===== config.mk =====
export PLATFORM = sky130hd
export DESIGN_NAME = dtc_top
export DESIGN_NICKNAME = d
export VERILOG_FILES = /design/src/dtc_pkg.sv /design/src/dtc_prescaler.sv /design/src/dtc_top.sv
export VERILOG_INCLUDE_DIRS = /design/src
export SDC_FILE = /design/constraint.sdc
export NUM_CORES = 1
export LEC_CHECK = 0
export ABC_AREA = 1
export BUFFER_PORTS_ARGS = -buffer_cell sky130_fd_sc_hd__buf_2
export CORE_MARGIN = 10
export CORE_UTILIZATION = 53
export DETAILED_ROUTE_END_ITERATION = 8
export GPL_TIMING_DRIVEN = 0
export PLACE_DENSITY = 0.77
export SLEW_MARGIN = 20
export SYNTH_ARGS = -nofsm -noshare
export SYNTH_HDL_FRONTEND = slang
export SYNTH_SLANG_ARGS = --single-unit

===== constraint.sdc =====
create_clock -name ref_clk -period 1.95 [get_ports ref_clk]
set_input_delay 0.0975 -clock ref_clk [delete_from_list [all_inputs] [get_ports ref_clk]]
set_output_delay 0.0975 -clock ref_clk [all_outputs]
set_load 0.02 [all_outputs]

===== src/dtc_cfg.svh =====
// Purpose: constants for the cascadable dual timer
// Assumes: AXI4-Lite data 32 bits, byte addresses below
// Notes:   one definition of each figure, shared by every file except the package
`ifndef DTC_CFG_SVH
`define DTC_CFG_SVH

// register byte offsets
`define DTC_OFF_CTRL_X 8'h00
`define DTC_OFF_CTRL_Y 8'h04
`define DTC_OFF_PER_X 8'h08
`define DTC_OFF_PER_Y 8'h0C
`define DTC_OFF_CNT_X 8'h10
`define DTC_OFF_CNT_Y 8'h14
`define DTC_OFF_STATUS 8'h18
`define DTC_OFF_MASK 8'h1C

// control field positions
`define DTC_BIT_RUN 15
`define DTC_BIT_HALT_IDLE 13
`define DTC_BIT_EXT_HI 9
`define DTC_BIT_EXT_LO 8
`define DTC_BIT_GATE 6
`define DTC_BIT_PRE_HI 5
`define DTC_BIT_PRE_LO 4
`define DTC_BIT_CASCADE 3
`define DTC_BIT_CLK_SEL 1

// implemented control bits; all others read as zero
`define DTC_CTRL_X_MASK 16'hA37A
`define DTC_CTRL_Y_MASK 16'hA372

// reset values
`define DTC_CTRL_RESET 16'h0000
`define DTC_PER_RESET 16'hFFFF
`define DTC_CNT_RESET 16'h0000

// extended source codes
`define DTC_EXT_GENERIC 2'h3
`define DTC_EXT_LOW_POWER_RC_OSCILLATOR 2'h2
`define DTC_EXT_PAIRED 2'h1
`define DTC_EXT_SECONDARY_OSCILLATOR 2'h0

// prescaler terminal counts for 1, 8, 64 and 256
`define DTC_PRE_LIM_1 8'h00
`define DTC_PRE_LIM_8 8'h07
`define DTC_PRE_LIM_64 8'h3F
`define DTC_PRE_LIM_256 8'hFF

// status bit positions
`define DTC_ST_X 0
`define DTC_ST_Y 1

// axi responses
`define DTC_RESP_OKAY 2'h0
`define DTC_RESP_SLVERR 2'h2

`endif


===== src/dtc_pkg.sv =====
// Purpose: types for the cascadable dual timer
// Assumes: nothing beyond SystemVerilog
// Notes:   constants live in dtc_cfg.svh
package dtc_pkg;
    typedef enum logic {DTC_WR_IDLE, DTC_WR_RESP} dtc_wr_state_t;
    typedef enum logic {DTC_RD_IDLE, DTC_RD_VALID} dtc_rd_state_t;
endpackage


===== src/dtc_prescaler.sv =====
// Purpose: input clock prescaler, divide by 1, 8, 64 or 256
// Assumes: in_tick is a one-cycle pulse per source edge
// Notes:   clear has priority over counting
`include "dtc_cfg.svh"
`timescale 1ns/100ps
`default_nettype none
module dtc_prescaler (
    input wire logic ref_clk,
    input wire logic rst,
    input wire logic clear,
    input wire logic in_tick,
    input wire logic [1:0] div_sel,
    output logic out_tick,
    output logic [7:0] count
);
    logic [7:0] count_reg;
    logic [7:0] limit;

    // terminal count from the divide select
    always_comb
    begin
        case (div_sel)
            2'h0: limit = `DTC_PRE_LIM_1;
            2'h1: limit = `DTC_PRE_LIM_8;
            2'h2: limit = `DTC_PRE_LIM_64;
            default: limit = `DTC_PRE_LIM_256;
        endcase
    end

    assign out_tick = in_tick && (count_reg >= limit);
    assign count = count_reg;

    // >= rather than == so a smaller divide taken mid-count still wraps
    always_ff @(posedge ref_clk)
    begin
        if (rst || clear)
            count_reg <= 8'h00;
        else if (out_tick)
            count_reg <= 8'h00;
        else if (in_tick)
            count_reg <= count_reg + 8'h01;
    end
endmodule
`default_nettype wire


===== src/dtc_top.sv =====
// Purpose: two 16-bit timers, joinable into one 32-bit timer, AXI4-Lite
// Assumes: idle_mode comes from logic on ref_clk; source pins are async
// Notes:   internal half-rate clock is taken as one count per ref_clk
//
// Function
// first run bit starts/stops 32-bit timer if cascaded, else first timer
// second run bit starts/stops second timer when not cascaded
// halt-in-idle set stops the timer while idle_mode is high
// extended field: 11 generic, 10 rc osc, 01 paired, 00 secondary osc
// clock select clear ignores extended field, uses internal clock
// first timer with clock select set uses the extended-field source
// second timer alone with clock select set counts paired input edges
// gated accumulation works only on internal clock, else ignored
// prescale codes 00..11 divide by 1, 8, 64, 256
// cascade bit joins both timers; clear keeps two 16-bit timers
// while cascaded the second control register has no effect
// writing a running timer's control register resets its prescaler
// unimplemented control bits read zero; control resets to zero
// cascaded: first timer low half, second timer high half
// cascaded period match sets the second timer's flag
// converter trigger only from cascaded timer or second timer alone
// timer counts per prescaled tick, wraps to zero on period match
// cascaded high half counts on low wrap; compare uses both periods
`include "dtc_cfg.svh"
`timescale 1ns/100ps
`default_nettype none
module dtc_top (
    input wire logic ref_clk,
    input wire logic rst,
    input wire logic [7:0] s_axi_awaddr,
    input wire logic s_axi_awvalid,
    output logic s_axi_awready,
    input wire logic [31:0] s_axi_wdata,
    input wire logic [3:0] s_axi_wstrb,
    input wire logic s_axi_wvalid,
    output logic s_axi_wready,
    output logic [1:0] s_axi_bresp,
    output logic s_axi_bvalid,
    input wire logic s_axi_bready,
    input wire logic [7:0] s_axi_araddr,
    input wire logic s_axi_arvalid,
    output logic s_axi_arready,
    output logic [31:0] s_axi_rdata,
    output logic [1:0] s_axi_rresp,
    output logic s_axi_rvalid,
    input wire logic s_axi_rready,
    input wire logic idle_mode,
    input wire logic generic_external_input,
    input wire logic paired_external_input,
    input wire logic low_power_rc_oscillator,
    input wire logic secondary_oscillator,
    output logic irq,
    output logic adc_trigger
);
    logic [15:0] ctrl_x_reg, ctrl_y_reg, per_x_reg, per_y_reg;
    logic [15:0] cnt_x_reg, cnt_y_reg;
    logic [1:0] status_reg, mask_reg, status_next, mask_next;
    logic irq_reg, adc_reg;
    logic [3:0] pin_s1_reg, pin_s2_reg, pin_d_reg, pin_rise;
    logic [7:0] aw_addr_reg;
    logic [31:0] w_data_reg, rdata_reg;
    logic [3:0] w_strb_reg;
    logic aw_have_reg, w_have_reg, awready_reg, wready_reg;
    logic bvalid_reg, arready_reg, rvalid_reg;
    logic [1:0] bresp_reg, rresp_reg;
    dtc_pkg::dtc_wr_state_t wr_state_reg;
    dtc_pkg::dtc_rd_state_t rd_state_reg;
    logic aw_fire, w_fire, ar_fire, wr_do, wr_hit;
    logic wr_ctrl_x, wr_ctrl_y, rd_status;
    logic cascade, run_x_en, run_y_en, ext_rise, src_x, src_y;
    logic tick_x, tick_y, pre_clr_x, pre_clr_y;
    logic [7:0] pre_cnt_x, pre_cnt_y;
    logic match_x, match_y, match_32;
    logic [31:0] rd_mux;

    // merge a 16-bit register with the low two byte lanes
    function automatic logic [15:0] lane16(input logic [15:0] old_v,
                                           input logic [31:0] d,
                                           input logic [3:0] s);
        lane16 = {s[1] ? d[15:8] : old_v[15:8], s[0] ? d[7:0] : old_v[7:0]};
    endfunction

    // two-flop synchronisers, then a third stage for edge detection
    // pin order: 0 generic, 1 paired, 2 rc osc, 3 secondary osc
    always_ff @(posedge ref_clk)
    begin
        if (rst)
        begin
            pin_s1_reg <= 4'h0;
            pin_s2_reg <= 4'h0;
            pin_d_reg <= 4'h0;
        end
        else
        begin
            pin_s1_reg <= {secondary_oscillator, low_power_rc_oscillator,
                           paired_external_input, generic_external_input};
            pin_s2_reg <= pin_s1_reg;
            pin_d_reg <= pin_s2_reg;
        end
    end
    assign pin_rise = pin_s2_reg & ~pin_d_reg;

    // bus handshakes and decode
    assign aw_fire = s_axi_awvalid && awready_reg;
    assign w_fire = s_axi_wvalid && wready_reg;
    assign ar_fire = s_axi_arvalid && arready_reg;
    assign wr_do = aw_have_reg && w_have_reg &&
                   (wr_state_reg == dtc_pkg::DTC_WR_IDLE);
    assign wr_hit = (aw_addr_reg[7:5] == 3'h0) && (aw_addr_reg[1:0] == 2'h0);
    assign wr_ctrl_x = wr_do && (aw_addr_reg == `DTC_OFF_CTRL_X);
    assign wr_ctrl_y = wr_do && (aw_addr_reg == `DTC_OFF_CTRL_Y);
    assign rd_status = ar_fire && (s_axi_araddr == `DTC_OFF_STATUS);

    // write address and data are taken in either order, one at a time
    always_ff @(posedge ref_clk)
    begin
        if (rst)
        begin
            aw_have_reg <= 1'b0;
            w_have_reg <= 1'b0;
            awready_reg <= 1'b0;
            wready_reg <= 1'b0;
            aw_addr_reg <= 8'h00;
            w_data_reg <= 32'h0000_0000;
            w_strb_reg <= 4'h0;
        end
        else
        begin
            aw_have_reg <= (aw_have_reg || aw_fire) && !wr_do;
            w_have_reg <= (w_have_reg || w_fire) && !wr_do;
            awready_reg <= !((aw_have_reg || aw_fire) && !wr_do);
            wready_reg <= !((w_have_reg || w_fire) && !wr_do);
            if (aw_fire)
                aw_addr_reg <= s_axi_awaddr;
            if (w_fire)
            begin
                w_data_reg <= s_axi_wdata;
                w_strb_reg <= s_axi_wstrb;
            end
        end
    end

    // write response; unmapped addresses answer with a slave error
    always_ff @(posedge ref_clk)
    begin
        if (rst)
        begin
            wr_state_reg <= dtc_pkg::DTC_WR_IDLE;
            bvalid_reg <= 1'b0;
            bresp_reg <= `DTC_RESP_OKAY;
        end
        else
        begin
            case (wr_state_reg)
                dtc_pkg::DTC_WR_IDLE:
                    if (wr_do)
                    begin
                        bvalid_reg <= 1'b1;
                        bresp_reg <= wr_hit ? `DTC_RESP_OKAY
                                            : `DTC_RESP_SLVERR;
                        wr_state_reg <= dtc_pkg::DTC_WR_RESP;
                    end
                dtc_pkg::DTC_WR_RESP:
                    if (s_axi_bready)
                    begin
                        bvalid_reg <= 1'b0;
                        wr_state_reg <= dtc_pkg::DTC_WR_IDLE;
                    end
                default: wr_state_reg <= dtc_pkg::DTC_WR_IDLE;
            endcase
        end
    end

    // read data mux; reserved bits are masked to zero
    always_comb
    begin
        rd_mux = 32'h0000_0000;
        case (s_axi_araddr)
            // reserved bits zero
            `DTC_OFF_CTRL_X: rd_mux[15:0] = ctrl_x_reg & `DTC_CTRL_X_MASK;
            `DTC_OFF_CTRL_Y: rd_mux[15:0] = ctrl_y_reg & `DTC_CTRL_Y_MASK;
            `DTC_OFF_PER_X: rd_mux[15:0] = per_x_reg;
            `DTC_OFF_PER_Y: rd_mux[15:0] = per_y_reg;
            `DTC_OFF_CNT_X: rd_mux[15:0] = cnt_x_reg;
            `DTC_OFF_CNT_Y: rd_mux[15:0] = cnt_y_reg;
            `DTC_OFF_STATUS: rd_mux[1:0] = status_reg;
            `DTC_OFF_MASK: rd_mux[1:0] = mask_reg;
            default: rd_mux = 32'h0000_0000;
        endcase
    end

    // read channel: one read in flight, data held until rready
    always_ff @(posedge ref_clk)
    begin
        if (rst)
        begin
            rd_state_reg <= dtc_pkg::DTC_RD_IDLE;
            arready_reg <= 1'b0;
            rvalid_reg <= 1'b0;
            rdata_reg <= 32'h0000_0000;
            rresp_reg <= `DTC_RESP_OKAY;
        end
        else
        begin
            case (rd_state_reg)
                dtc_pkg::DTC_RD_IDLE:
                    if (ar_fire)
                    begin
                        arready_reg <= 1'b0;
                        rvalid_reg <= 1'b1;
                        rdata_reg <= rd_mux;
                        rresp_reg <= (s_axi_araddr[7:5] == 3'h0 &&
                                      s_axi_araddr[1:0] == 2'h0)
                                     ? `DTC_RESP_OKAY : `DTC_RESP_SLVERR;
                        rd_state_reg <= dtc_pkg::DTC_RD_VALID;
                    end
                    else
                        arready_reg <= 1'b1;
                dtc_pkg::DTC_RD_VALID:
                    if (s_axi_rready)
                    begin
                        rvalid_reg <= 1'b0;
                        arready_reg <= 1'b1;
                        rd_state_reg <= dtc_pkg::DTC_RD_IDLE;
                    end
                default: rd_state_reg <= dtc_pkg::DTC_RD_IDLE;
            endcase
        end
    end

    // control, period and mask registers
    always_ff @(posedge ref_clk)
    begin
        if (rst)
        begin
            // control resets to zero
            ctrl_x_reg <= `DTC_CTRL_RESET;
            ctrl_y_reg <= `DTC_CTRL_RESET;
            per_x_reg <= `DTC_PER_RESET;
            per_y_reg <= `DTC_PER_RESET;
            mask_reg <= 2'h0;
        end
        else if (wr_do)
        begin
            if (wr_ctrl_x)
                ctrl_x_reg <= lane16(ctrl_x_reg, w_data_reg, w_strb_reg)
                              & `DTC_CTRL_X_MASK;
            if (wr_ctrl_y)
                ctrl_y_reg <= lane16(ctrl_y_reg, w_data_reg, w_strb_reg)
                              & `DTC_CTRL_Y_MASK;
            if (aw_addr_reg == `DTC_OFF_PER_X)
                per_x_reg <= lane16(per_x_reg, w_data_reg, w_strb_reg);
            if (aw_addr_reg == `DTC_OFF_PER_Y)
                per_y_reg <= lane16(per_y_reg, w_data_reg, w_strb_reg);
            if (aw_addr_reg == `DTC_OFF_MASK && w_strb_reg[0])
                mask_reg <= w_data_reg[1:0];
        end
    end

    // cascade select
    assign cascade = ctrl_x_reg[`DTC_BIT_CASCADE];
    // first timer run gate, halted in idle when asked
    assign run_x_en = ctrl_x_reg[`DTC_BIT_RUN] &&
                      !(ctrl_x_reg[`DTC_BIT_HALT_IDLE] && idle_mode);
    // second timer runs only on its own when not cascaded
    assign run_y_en = !cascade && ctrl_y_reg[`DTC_BIT_RUN] &&
                      !(ctrl_y_reg[`DTC_BIT_HALT_IDLE] && idle_mode);

    // extended source select
    always_comb
    begin
        case (ctrl_x_reg[`DTC_BIT_EXT_HI:`DTC_BIT_EXT_LO])
            `DTC_EXT_GENERIC: ext_rise = pin_rise[0];
            `DTC_EXT_LOW_POWER_RC_OSCILLATOR: ext_rise = pin_rise[2];
            `DTC_EXT_PAIRED: ext_rise = pin_rise[1];
            default: ext_rise = pin_rise[3];
        endcase
    end

    // first timer source; gate level only on internal clock
    assign src_x = ctrl_x_reg[`DTC_BIT_CLK_SEL] ? ext_rise
                 : (!ctrl_x_reg[`DTC_BIT_GATE] || pin_s2_reg[0]);
    // second timer source: paired edges or gated internal clock
    assign src_y = ctrl_y_reg[`DTC_BIT_CLK_SEL] ? pin_rise[1]
                 : (!ctrl_y_reg[`DTC_BIT_GATE] || pin_s2_reg[1]);

    // control write while running clears the prescaler
    assign pre_clr_x = !run_x_en || (wr_ctrl_x && ctrl_x_reg[`DTC_BIT_RUN]);
    assign pre_clr_y = !run_y_en || (wr_ctrl_y && ctrl_y_reg[`DTC_BIT_RUN]);

    // prescalers, one per timer
    dtc_prescaler u_pre_x (
        .ref_clk(ref_clk),
        .rst(rst),
        .clear(pre_clr_x),
        .in_tick(src_x && run_x_en),
        .div_sel(ctrl_x_reg[`DTC_BIT_PRE_HI:`DTC_BIT_PRE_LO]),
        .out_tick(tick_x),
        .count(pre_cnt_x)
    );
    dtc_prescaler u_pre_y (
        .ref_clk(ref_clk),
        .rst(rst),
        .clear(pre_clr_y),
        .in_tick(src_y && run_y_en),
        .div_sel(ctrl_y_reg[`DTC_BIT_PRE_HI:`DTC_BIT_PRE_LO]),
        .out_tick(tick_y),
        .count(pre_cnt_y)
    );

    // period matches; cascaded compare uses both halves
    assign match_32 = cascade && tick_x &&
                      ({cnt_y_reg, cnt_x_reg} == {per_y_reg, per_x_reg});
    assign match_x = !cascade && tick_x && (cnt_x_reg == per_x_reg);
    assign match_y = tick_y && (cnt_y_reg == per_y_reg);

    // counters; a software write wins over counting in the same cycle
    always_ff @(posedge ref_clk)
    begin
        if (rst)
        begin
            cnt_x_reg <= `DTC_CNT_RESET;
            cnt_y_reg <= `DTC_CNT_RESET;
        end
        else
        begin
            // low half counts from the first timer tick
            if (wr_do && aw_addr_reg == `DTC_OFF_CNT_X)
                cnt_x_reg <= lane16(cnt_x_reg, w_data_reg, w_strb_reg);
            else if (match_x || match_32)
                cnt_x_reg <= `DTC_CNT_RESET;
            else if (tick_x)
                cnt_x_reg <= cnt_x_reg + 16'h0001;
            // high half carries on low wrap when cascaded
            if (wr_do && aw_addr_reg == `DTC_OFF_CNT_Y)
                cnt_y_reg <= lane16(cnt_y_reg, w_data_reg, w_strb_reg);
            else if (match_y || match_32)
                cnt_y_reg <= `DTC_CNT_RESET;
            else if (cascade && tick_x && cnt_x_reg == 16'hFFFF)
                cnt_y_reg <= cnt_y_reg + 16'h0001;
            else if (tick_y)
                cnt_y_reg <= cnt_y_reg + 16'h0001;
        end
    end

    // mask as it stands after this edge, so irq follows a mask write at once
    assign mask_next = (wr_do && aw_addr_reg == `DTC_OFF_MASK &&
                        w_strb_reg[0]) ? w_data_reg[1:0] : mask_reg;

    // sticky events; a new event beats the read that clears it
    always_comb
    begin
        status_next = rd_status ? 2'h0 : status_reg;
        status_next[`DTC_ST_X] = status_next[`DTC_ST_X] | match_x;
        // cascaded match raises the second timer's flag
        status_next[`DTC_ST_Y] = status_next[`DTC_ST_Y] | match_y | match_32;
    end

    // status, interrupt and converter trigger
    always_ff @(posedge ref_clk)
    begin
        if (rst)
        begin
            status_reg <= 2'h0;
            irq_reg <= 1'b0;
            adc_reg <= 1'b0;
        end
        else
        begin
            status_reg <= status_next;
            irq_reg <= |(status_next & mask_next);
            // trigger from cascaded or second timer only
            adc_reg <= match_y || match_32;
        end
    end

    assign s_axi_awready = awready_reg;
    assign s_axi_wready = wready_reg;
    assign s_axi_bvalid = bvalid_reg;
    assign s_axi_bresp = bresp_reg;
    assign s_axi_arready = arready_reg;
    assign s_axi_rvalid = rvalid_reg;
    assign s_axi_rdata = rdata_reg;
    assign s_axi_rresp = rresp_reg;
    assign irq = irq_reg;
    assign adc_trigger = adc_reg;

    // checks
    chk_prescale_reset: assert property (@(posedge ref_clk) disable iff (rst)
        wr_ctrl_x && ctrl_x_reg[`DTC_BIT_RUN] |=> pre_cnt_x == 8'h00)
        else $error("prescaler not cleared by control write");
    chk_idle_halt: assert property (@(posedge ref_clk) disable iff (rst)
        ctrl_x_reg[`DTC_BIT_HALT_IDLE] && idle_mode && !wr_do
        |=> $stable(cnt_x_reg))
        else $error("timer counted while halted in idle");
    chk_cascade_carry: assert property (@(posedge ref_clk) disable iff (rst)
        cascade && tick_x && cnt_x_reg == 16'hFFFF && !match_32 && !wr_do
        |=> cnt_y_reg == $past(cnt_y_reg) + 16'h0001)
        else $error("high half missed carry");
    chk_cascade_flag: assert property (@(posedge ref_clk) disable iff (rst)
        match_32 |=> status_reg[`DTC_ST_Y] && adc_trigger)
        else $error("cascaded match did not set second flag");
    chk_adc_source: assert property (@(posedge ref_clk) disable iff (rst)
        adc_trigger |-> $past(match_y) || $past(match_32))
        else $error("converter trigger from wrong timer");
    chk_ctrl_reserved: assert property (@(posedge ref_clk) disable iff (rst)
        (ctrl_x_reg & ~`DTC_CTRL_X_MASK) == 16'h0000 &&
        (ctrl_y_reg & ~`DTC_CTRL_Y_MASK) == 16'h0000)
        else $error("reserved control bit set");
    chk_second_ignored: assert property (@(posedge ref_clk) disable iff (rst)
        cascade |-> !tick_y ##1 pre_cnt_y == 8'h00)
        else $error("second timer active while cascaded");
    chk_period_wrap: assert property (@(posedge ref_clk) disable iff (rst)
        match_x && !wr_do |=> cnt_x_reg == 16'h0000 &&
        status_reg[`DTC_ST_X])
        else $error("no wrap or flag at period match");
    chk_gate_hold: assert property (@(posedge ref_clk) disable iff (rst)
        !ctrl_x_reg[`DTC_BIT_CLK_SEL] && ctrl_x_reg[`DTC_BIT_GATE] &&
        !pin_s2_reg[0] |-> !tick_x)
        else $error("gated timer ticked with gate low");
    chk_irq_level: assert property (@(posedge ref_clk) disable iff (rst)
        irq == ((status_reg & mask_reg) != 2'h0)) // irq level from masked status
        else $error("interrupt level disagrees with masked status");
endmodule
`default_nettype wire


After elaboration in Yosys (flattened, before gate mapping)

Cells that the tools add are included.

Output and inout port bits: 43
Logic and storage cells: 201
Register bits: 170
Input port bits: 64

$add $sub $neg: 4
Reductions and logical operators: 84
Bitwise operators: 8
Eq/ne operators: 32
Multiplexer cells: 35
Magnitude comparators: 2

Operators by type and width:

| cell                    | count |
|---|---|
| $mux W16                | 7 |
| $pmux W14 S6            | 1 |
| $eq A8 B5 Y1 const B    | 7 |
| $pmux W8 S3             | 2 |
| $logic_and A1 B1 Y1     | 34 |
| $add A16 B1 Y16 const B | 2 |
| $eq A16 B16 Y1          | 2 |
| $eq A32 B32 Y1          | 1 |
| $eq A8 B4 Y1 const B    | 4 |
| $reduce_and A3 Y1       | 8 |
| $reduce_and A2 Y1       | 9 |
| $add A8 B1 Y8 const B   | 2 |
| $eq A16 B16 Y1 const B  | 1 |
| $eq A8 B3 Y1 const B    | 2 |
| $ge A8 B8 Y1            | 2 |
| $logic_not A8 Y1        | 2 |
| $mux W8                 | 2 |
| $ne A2 B2 Y1 const B    | 8 |
| $pmux W2 S8             | 1 |
| $mux W1                 | 12 |
| $logic_not A1 Y1        | 10 |
| $logic_or A1 B1 Y1      | 10 |
| $pmux W1 S2             | 5 |
| $eq A2 B2 Y1 const B    | 4 |
| other kinds (13)        | 27 |

Depth between registers and ports, before layout

Gate-level depths: netlist of the first run.

Depth in word-level cells: 11
Gate-level depth with buffers: 19
Depth with buffers taken out: 18

Hierarchy

A second synthesis of the first run with hierarchy kept.

Cells, all modules: 1294
Area, all modules: 8872.3 um2

Modules (own cells, without submodules):

| module        | instances | sequential area each (um2) | area an instance (um2) | cells an instance |
|---|---|---|---|---|
| dtc_top       | 1         | 3042.9                     | 7748.7                 | 1148 |
| dtc_prescaler | 2         | 160.2                      | 561.8                  | 73 |

Worst setup path after synthesis of the first run

No wires, ideal clock.

Path kind: register to register
Start: register ctrl_x_reg[4]
End: register cnt_y_reg[1]
Stages on the path, launching flop included: 16
Slack: -0.019 ns
Data arrival time: 1.857 ns
Clock period less this slack: 1.969 ns
Data required time: 1.837 ns
Library setup time: 0.113 ns
Path buffers: 2
Path through: dfxtp_1 nand2_1 ha_1 nand2_1 nor2_1 nand4_1 nand3_1 nand4_1 nor2_2 nor2_2 buf_6 buf_6 nand2_1 nand2_1 nor2_1 nor2_1

Cells in the longest elaborated chain, start to end: 9
Elaborated cells on any way between the ends: 15
Those cells by class: order compare (1); eq/ne (2); mux (4); reduce/logical (8)

RTL lines:

| item                                                  | RTL line                       | source |
|---|---|---|
| start: declaration                                    | dtc_top.sv:55                  | `logic [15:0] ctrl_x_reg, ctrl_y_reg, per_x_reg, per_y_reg;` |
| start signal: assignment                              | dtc_top.sv:237                 | `` ctrl_x_reg <= `DTC_CTRL_RESET; `` |
| start signal: assignment                              | dtc_top.sv:246                 | `ctrl_x_reg <= lane16(ctrl_x_reg, w_data_reg, w_strb_reg)` |
| $eq A2 B2 Y1, or another cell as far along            | dtc_prescaler.sv:22            | `case (div_sel)` |
| $pmux W8 S3 *                                         | dtc_prescaler.sv:22            |  |
| $ge A8 B8 Y1 *                                        | dtc_prescaler.sv:30            | `assign out_tick = in_tick && (count_reg >= limit);` |
| $logic_and A1 B1 Y1 *                                 | dtc_prescaler.sv:30            |  |
| $logic_and A1 B1 Y1 *                                 | dtc_top.sv:312, dtc_top.sv:339 |  |
| $logic_and A1 B1 Y1, on equally long branches         | dtc_top.sv:339, dtc_top.sv:312 |  |
| $mux W16 / $logic_or A1 B1 Y1 (equally long branches) | dtc_top.sv:339, dtc_top.sv:337 |  |
| $mux W16 / $reduce_bool A4 Y1 (equally long branches) | -                              |  |
| $mux W16 / $reduce_and A2 Y1 (equally long branches)  | -                              |  |
| end signal: assignment                                | dtc_top.sv:336                 | `cnt_y_reg <= lane16(cnt_y_reg, w_data_reg, w_strb_reg);` |
| end signal: assignment                                | dtc_top.sv:338                 | `` cnt_y_reg <= `DTC_CNT_RESET; `` |
| end signal: assignment                                | dtc_top.sv:340                 | `cnt_y_reg <= cnt_y_reg + 16'h0001;` |
| end: declaration                                      | dtc_top.sv:56                  | `logic [15:0] cnt_x_reg, cnt_y_reg;` |

Mark *: on every way between the ends. The rest lies on a longest branch, timed or not.
A chain may end at the register's enable or synchronous reset.

Worst setup path after layout of the first run

Start: register ctrl_x_reg[5]
End: register cnt_y_reg[14]

The elaborated chain is that of the path after synthesis.

==> results of run 1 <==
[final timing paths]
check / start / end / cells after the start
min reg2reg: pin_s1_reg[2] / pin_s2_reg[2] / 2
max reg2reg: ctrl_x_reg[5] / cnt_y_reg[14] / 16
max: ctrl_x_reg[5] / cnt_y_reg[14] / 16
min: s_axi_araddr[7] / s_axi_rresp[1] / 5
[power breakdown]
group | switching [mW] | internal, mW
logic | 0.335 | 0.201
registers | 0.114 | 3.50
clock network | 1.56 | 2.04
total | 2.01 | 5.75
[critical path: stages, from the launching register on]
cell	delay (ps)
dfxtp_4	400
inv_6	70
ha_4	270
nand2_2	60
nor2_4	100
nand4_1	110
nand3_2	140
nand4_1	100
buf_6	150
nor2_4	140
nor2_4	60
buf_6	140
buf_12	140
nand2_1	70
nand2_1	70
nor2_2	110
nor2_1	50
[final cells by class]
class,count,area (um^2)
buffer,58,365
clock buffer,17,425
clock inverter,15,190
fill,1337,4780
inverter,167,642
multi-input combinational,918,5050
sequential,168,3380
tap,216,270
timing repair buffer,127,951
[per-layer routing]
| metal | wire [um] | GRT usage | vias to the layer above |
|---|---|---|---|
| li1 | - | - | 4512 |
| met1 | 12600 | 0.352 | 4329 |
| met2 | 13300 | 0.404 | 551 |
| met3 | 3180 | 0.0567 | 109 |
| met4 | 1310 | 0.124 | 0 |
| met5 | 0 | 0 | - |
[repair_timing]
item	4_1_cts	5_1_grt
hold buffers	32	0
endpoints found under the setup margin	95	97
cloned	3	1
buffers inserted	17	4
gates resized for setup	97	73
hold endpoints to repair	34	0
pin swaps	30	39
[kinds of logic (layout without fill, tap and decap cells)]
logic type	Yosys count	count (layout)	share of synthesized area
other	1	18	0.000427
XOR/XNOR	25	25	0.0249
AND/OR/NAND/NOR	608	608	0.291
flip-flops	168	168	0.383
adder cells (fa/ha/maj)	20	20	0.0285
buffers and inverters	228	384	0.111
AO/OA/AOI/OAI	246	246	0.161
multiplexers	1	1	0.00114
[stage by stage]
| step | util | std cells | hold WS [ps] | worst slack (ps) |
|---|---|---|---|---|
| floorplan | - | 1314 | 204 | 1.67 |
| global placement | 0.590 | 1600 | 299 | -549 |
| detailed placement | 0.590 | 1600 | 305 | -597 |
| CTS | 0.683 | 1682 | 53.4 | -286 |
| global route | 0.702 | 1686 | 133 | -465 |
| finish | 0.702 | 1686 | 106 | -347 |
[cell usage after synthesis (2+ instances only)]
master,count,area (um^2)
nand2_1,305,1140
nor2_1,170,638
dfxtp_1,168,3360
inv_1,148,556
a21oi_1,84,420
o21ai_0,82,410
nand3_1,60,300
o211ai_1,28,210
o22ai_1,26,163
nand4_1,25,156
clkbuf_1,24,90.1
ha_1,20,250
buf_4,19,143
inv_2,18,67.6
xor2_1,17,149
nor3_1,15,75.1
buf_2,11,55.1
nor2_2,9,56.3
xnor2_1,8,70.1
nor4_1,6,37.5
a211oi_1,5,37.5
nor3b_1,5,37.5
buf_6,4,45.0
o31ai_1,4,30.0
a31oi_1,3,18.8
a41oi_1,3,26.3
buf_1,3,11.3
nand2_2,3,18.8
nand2_4,3,33.8
nand3b_1,3,22.5
o2111ai_1,2,17.5
o21ai_2,2,17.5
==> Flow_metrics.wiki, run 1 <==
{| class="wikitable"
! Metric !! Value
|-
| Status || finished, violations left
|-
| Violated checks || negative setup slack
|-
| Most frequent cells in the layout || 271 x nand2_1, 162 x dfxtp_1, 149 x nor2_1
|-
| Placed Instance Area || around 9500 um^2
|-
| Maximum clock frequency || 0.435 GHz
|-
| Post-synthesis instance area || roughly 8800 um^2
|-
| Sinks on the clock net || ~170
|-
| Yosys synthesis warning count || 0
|-
| Sequential share of the synthesized area || 0.383
|-
| Share of final-layout standard cells stronger than drive strength 1 || 0.207
|-
| Average vias per placed instance || 5.64
|-
| Maximum root-to-sink buffer count || 2
|-
| Post-synthesis register bit count || roughly 170
|-
| Kind of end point of the critical path || flip-flop
|-
| Layout area overhead || 28.4%
|-
| Clock skew || roughly 8.3 ps
|-
| Number of antenna violations at the first check in global routing || 0
|-
| Post-layout minimum cycle time || ~2300 ps
|-
| Crit-path max FO || 5
|-
| Fraction of registers with async set/reset || 0
|-
| Cell at the root of the clock tree || clkbuf_16
|-
| Slew Limit Headroom || 0.500
|-
| Y dimension of the die || between 100 and 150 um
|-
| GRT Overall Usage || 0.266
|-
| Leading cell type in the layout, fill and taps excluded || nand2_1
|-
| Worst path setup slack after routing || -347 ps
|-
| DIE WIDTH || roughly 150 um
|-
| Final HPWL from detailed placement || 21700 um
|-
| Power per unit of standard cell area || 688 nW/um^2
|-
| Most used flip-flop cell after synthesis || dfxtp_1
|-
| Sum of internal, switching and leakage power || 7.76 mW
|-
| N_diodes || 0
|-
| Detailed-route wire length per cell || about 18 um
|-
| # DRC || 0
|-
| Total vias in the final route || 9501
|-
| RePlAce Congestion || between 1 and 1.5
|-
| Initial Util || 0.547
|-
| EDFF count, synth || 0
|-
| Setup TNS || -10110 ps
|-
| Peak supply drop || approximately 0.64 mV
|-
| DIE AREA || 22100 um^2
|-
| Measured slew at the worst slew-check pin || approximately 750 ps
|-
| Number of optimization iterations in the first detailed-route pass || 7
|-
| Sum of overflow across all layers after global routing || 0
|-
| Detailed router's first-iteration violation count || 1063
|-
| Maximum number of pins on one net before global-route repair || 17
|-
| Number of distinct library cell variants in the gate-level netlist after synthesis || 46
|-
| Setup repair after global routing missed its margin || true
|-
| Post-detailed-route count of antenna-violating nets || 0
|-
| Worst skew pair latency || ~450 ps
|-
| Maximum level of the CTS H-tree || 4
|-
| Number of placed I/O pins || between 100 and 150
|-
| Site row count || between 40 and 50
|-
| Worst Path Arrival || ~2600 ps
|-
| Final count of pins violating max slew || 0
|-
| Total detailed-routing wirelength || about 30000 um
|-
| Setup crit start kind || flip-flop
|-
| Synth Area per Inst || slightly below 7 um^2
|-
| Leakage Power || 5.07 nW
|-
| Core region area || around 16000 um^2
|-
| Kind of critical path || flip-flop to flip-flop
|-
| TritonCTS clock tree || done
|-
| Worst min-delay path category || primary input to flip-flop
|-
| Clock buffer count from CTS || 17
|-
| Syn Inst Count || between 1000 and 1500
|-
| Final-stage net count || 1541
|-
| Fin area || 11300 um^2
|-
| Period utilisation layout || 1.18
|-
| Data required time at the worst endpoint || about 2300 ps
|-
| Setup slack, reg-to-reg || -350 ps
|-
| Clk slew on worst S/H paths || 70 ps
|-
| Final number of setup-violating endpoints || 47
|-
| Final hold viol count || 0
|-
| Count of buffers inserted at the top-level ports || 70
|-
| First-pass GRT wire length || between 40000 and 50000 um
|-
| Count of max-cap constraint violations || 0
|-
| Via count of the first global-routing pass || ~8700
|}
Power figures use the tool's default switching activity.
==> run 2, diff against run 1 <==
Settings changed: CELL_PAD_IN_SITES_DETAIL_PLACEMENT set to 0, CELL_PAD_IN_SITES_GLOBAL_PLACEMENT set to 1, CORE_UTILIZATION 53 to 38, PLACE_DENSITY 0.77 to unset, PLACE_DENSITY_LB_ADDON set to 0.1.
==> run 2 against run 1 <==
- the run still ends with negative setup slack left
- combinational power rose by 0.7%
- core utilization is 21 points lower
- routed wire length grew 4.6%
- sequential power barely moved
- non-clock buffer count is the same
- register-to-register slack about the same
- global-route usage down 4.9 points
- critical path type unchanged
- first-iteration DRC count decreased by 29%
- cell count up 4.1%
- sequential share of layout area up 0.51 points
==> Flow_metrics.wiki, run 2 (synthesized netlist as in run 1, its figures left out) <==
{| class="wikitable"
! Metric !! Value
|-
| Number of placed I/O pins || 107 (unchanged)
|-
| Fin area || 11100 um^2 (-1.7%)
|-
| Sum of internal, switching and leakage power || 7.56 mW (-2.5%)
|-
| Count of buffers inserted at the top-level ports || 70 (unchanged)
|-
| Count of max-cap constraint violations || 0 (unchanged)
|-
| Slowest library cell on the worst path || dfxtp_1
|-
| N_diodes || 0 (unchanged)
|-
| Worst min-delay path category || primary input to flip-flop
|-
| Setup crit start kind || flip-flop
|-
| Number of antenna violations at the first check in global routing || 0 (unchanged)
|-
| Post-layout minimum cycle time || 2290 ps (-10.6 ps)
|-
| Total detailed-routing wirelength || 31800 um (+4.6%)
|-
| Clock skew || 10.9 ps (+2.67 ps)
|-
| Final-stage net count || 1541 (unchanged)
|-
| Worst skew pair latency || 440 ps (about the same)
|-
| Setup repair after global routing missed its margin || true
|-
| Y dimension of the die || 172 um (+16%)
|-
| Measured slew at the worst slew-check pin || 854 ps (+104 ps)
|-
| Post-detailed-route count of antenna-violating nets || 0 (unchanged)
|-
| Kind of critical path || flip-flop to flip-flop
|-
| Violated checks || negative setup slack
|-
| DIE AREA || 29600 um^2 (+34%)
|-
| Kind of end point of the critical path || flip-flop
|-
| Depth of the worst register-to-register path || 12 (-4)
|-
| Layout area overhead || 26.2%
|-
| Share of final-layout standard cells stronger than drive strength 1 || 0.186 (-0.0204)
|-
| Detailed router's first-iteration violation count || 755 (-29%)
|-
| Maximum number of pins on one net before global-route repair || 19 (+2)
|-
| Sinks on the clock net || 168 (unchanged)
|-
| Status || finished, violations left
|-
| Cells traversed along the worst timing path || nand2_2, nor2_2, nand4_1, nor2_2, nand4_1, nor2_4, nor2_2, nand2_4, nand2_8, clkbuf_16, nor2_2, nor2_1
|-
| Crit-path max FO || 8 (+3)
|-
| Setup TNS || -9610 ps (+495 ps)
|-
| Period utilisation layout || 1.17 (-0.00542)
|-
| Critical Path End || cnt_y_reg[12]
|-
| Setup WS pre-CTS || -498 ps (+99.8 ps)
|-
| GRT Overall Usage || 0.217 (-0.0492)
|-
| Final count of pins violating max slew || 0 (unchanged)
|-
| Leakage Power || 5.04 nW (-0.58%)
|-
| Clock buffer count from CTS || 17 (unchanged)
|-
| Clk slew on worst S/H paths || 70 ps (about the same)
|-
| Slew Limit Headroom || 0.431 (-0.0691)
|-
| Core region area || 22700 um^2 (+41%)
|-
| Maximum root-to-sink buffer count || 2 (unchanged)
|-
| Placed Instance Area || 9560 um^2 (+0.91%)
|-
| First-pass GRT wire length || 49200 um (+5.1%)
|-
| Average vias per placed instance || 5.16 (-8.4%)
|-
| Final hold viol count || 0 (unchanged)
|-
| Total of fill cells in the finished design || 2390 (+79%)
|-
| Maximum level of the CTS H-tree || 4 (unchanged)
|-
| Worst setup path startpoint || cnt_x_reg[8]
|-
| RePlAce Congestion || 0.927 (-8.5%)
|-
| Number of optimization iterations in the first detailed-route pass || 5 (-2)
|-
| Total area of sequential cells || 3380 um^2 (about the same)
|-
| Leading cell type in the layout, fill and taps excluded || nand2_1
|-
| Data required time at the worst endpoint || 2290 ps (about the same)
|-
| Peak supply drop || 0.466 mV (-28%)
|-
| DIE WIDTH || 172 um (+16%)
|-
| Final HPWL from detailed placement || 23800 um (+9.9%)
|-
| Sum of overflow across all layers after global routing || 0 (unchanged)
|-
| Setup slack, reg-to-reg || -340 ps (about the same)
|-
| Worst path setup slack after routing || -337 ps (+10.6 ps)
|-
| Initial Util || 0.387 (-0.160)
|-
| Worst Path Arrival || 2620 ps (-20 ps)
|-
| Cell at the root of the clock tree || clkbuf_16
|-
| Launch instance of the worst register-to-register path || cnt_x_reg[8]
|-
| Most frequent cells in the layout || 283 x nand2_1, 161 x dfxtp_1, 151 x nor2_1
|-
| Worst flop-to-flop path endpoint || cnt_y_reg[12]
|-
| Largest stage delay on the critical path || 540 ps (+140 ps)
|-
| Maximum clock frequency || 0.437 GHz (+0.46%)
|-
| Multi-input gate area || 4860 um^2 (-3.8%)
|-
| Total vias in the final route || 9064 (-4.6%)
|-
| TritonCTS clock tree || done
|-
| Power per unit of standard cell area || 682 nW/um^2 (-0.81%)
|-
| # DRC || 0 (unchanged)
|-
| Final number of setup-violating endpoints || 50 (+6.4%)
|-
| Site row count || 55 (+20%)
|-
| Via count of the first global-routing pass || 8493 (-1.9%)
|-
| Crit-path most repeated cell || nor2_2
|-
| Detailed-route wire length per cell || 18.1 um (+0.49%)
|}
[run 2: changes by cell type in the layout (fill, tap and decap cells not counted), sizes merged]
cell,before,now
clkbuf,42,43
clkinv,4,5
clkinvlp,3,2
bufinv,3,0
inv,172,175
buf,128,127
[run 2: per-stage QoR]
stage / utilization / std cells / hold slack, ps
after floorplan: - / 1314 / 204
after global placement: 0.421 / 1669 / 298
after detailed placement: 0.421 / 1669 / 306
after CTS: 0.476 / 1748 / 83.9
after global routing: 0.488 / 1755 / 149
final: 0.488 / 1755 / 121
[run 2: worst max-delay path: cells and delay by family (launching register included)]
| family | cells | cell delay, ps |
|---|---|---|
| flip-flops | 1 | 540 |
| buffers and inverters | 1 | 180 |
| AND/OR/NAND/NOR | 11 | 1450 |
[run 2: cell type report]
| class | count | share of cell area |
|---|---|---|
| plain buffers | 60 | 0.0342 |
| clock buffers | 17 | 0.0384 |
| clock inverters | 15 | 0.0139 |
| inverters | 167 | 0.0577 |
| multi-input cells | 918 | 0.438 |
| flip-flops and latches | 168 | 0.305 |
| well taps | 285 | 0.0322 |
| repair buffers | 125 | 0.0806 |
[run 2: worst min-delay path by stage]
stage / from / depth (start not counted) / end / slack [ps]
finish: s_axi_araddr[6] / 5 / s_axi_rresp[1] / 120
global route: s_axi_arvalid / 4 / status_reg[0] / 150
CTS: s_axi_araddr[5] / 5 / s_axi_rresp[1] / 80
detailed placement: generic_external_input / 3 / pin_s1_reg[0] / 310
global placement: generic_external_input / 3 / pin_s1_reg[0] / 300
floorplan: generic_external_input / 2 / pin_s1_reg[0] / 200
[run 2: repair_timing]
action	in CTS	in global routing
gates resized for setup	64	55
endpoints found under the setup margin	91	98
gates cloned	0	2
hold buffers	32	0
hold endpoints to repair	34	0
pin swaps	21	16
buffers inserted	16	5
[run 2: power breakdown]
group / switching [mW] / internal (mW)
Clock: 1.67 / 1.72
Combinational: 0.328 / 0.212
Sequential: 0.134 / 3.50
Total: 2.13 / 5.43
[run 2: per-layer routing]
metal | wire length, um | vias to the layer above | GRT usage
li1 | - | 4523 | -
met4 | 433 | 0 | 0.0487
met1 | 15000 | 4230 | 0.301
met2 | 14200 | 283 | 0.344
met3 | 2140 | 28 | 0.0340
met5 | 0 | - | 0
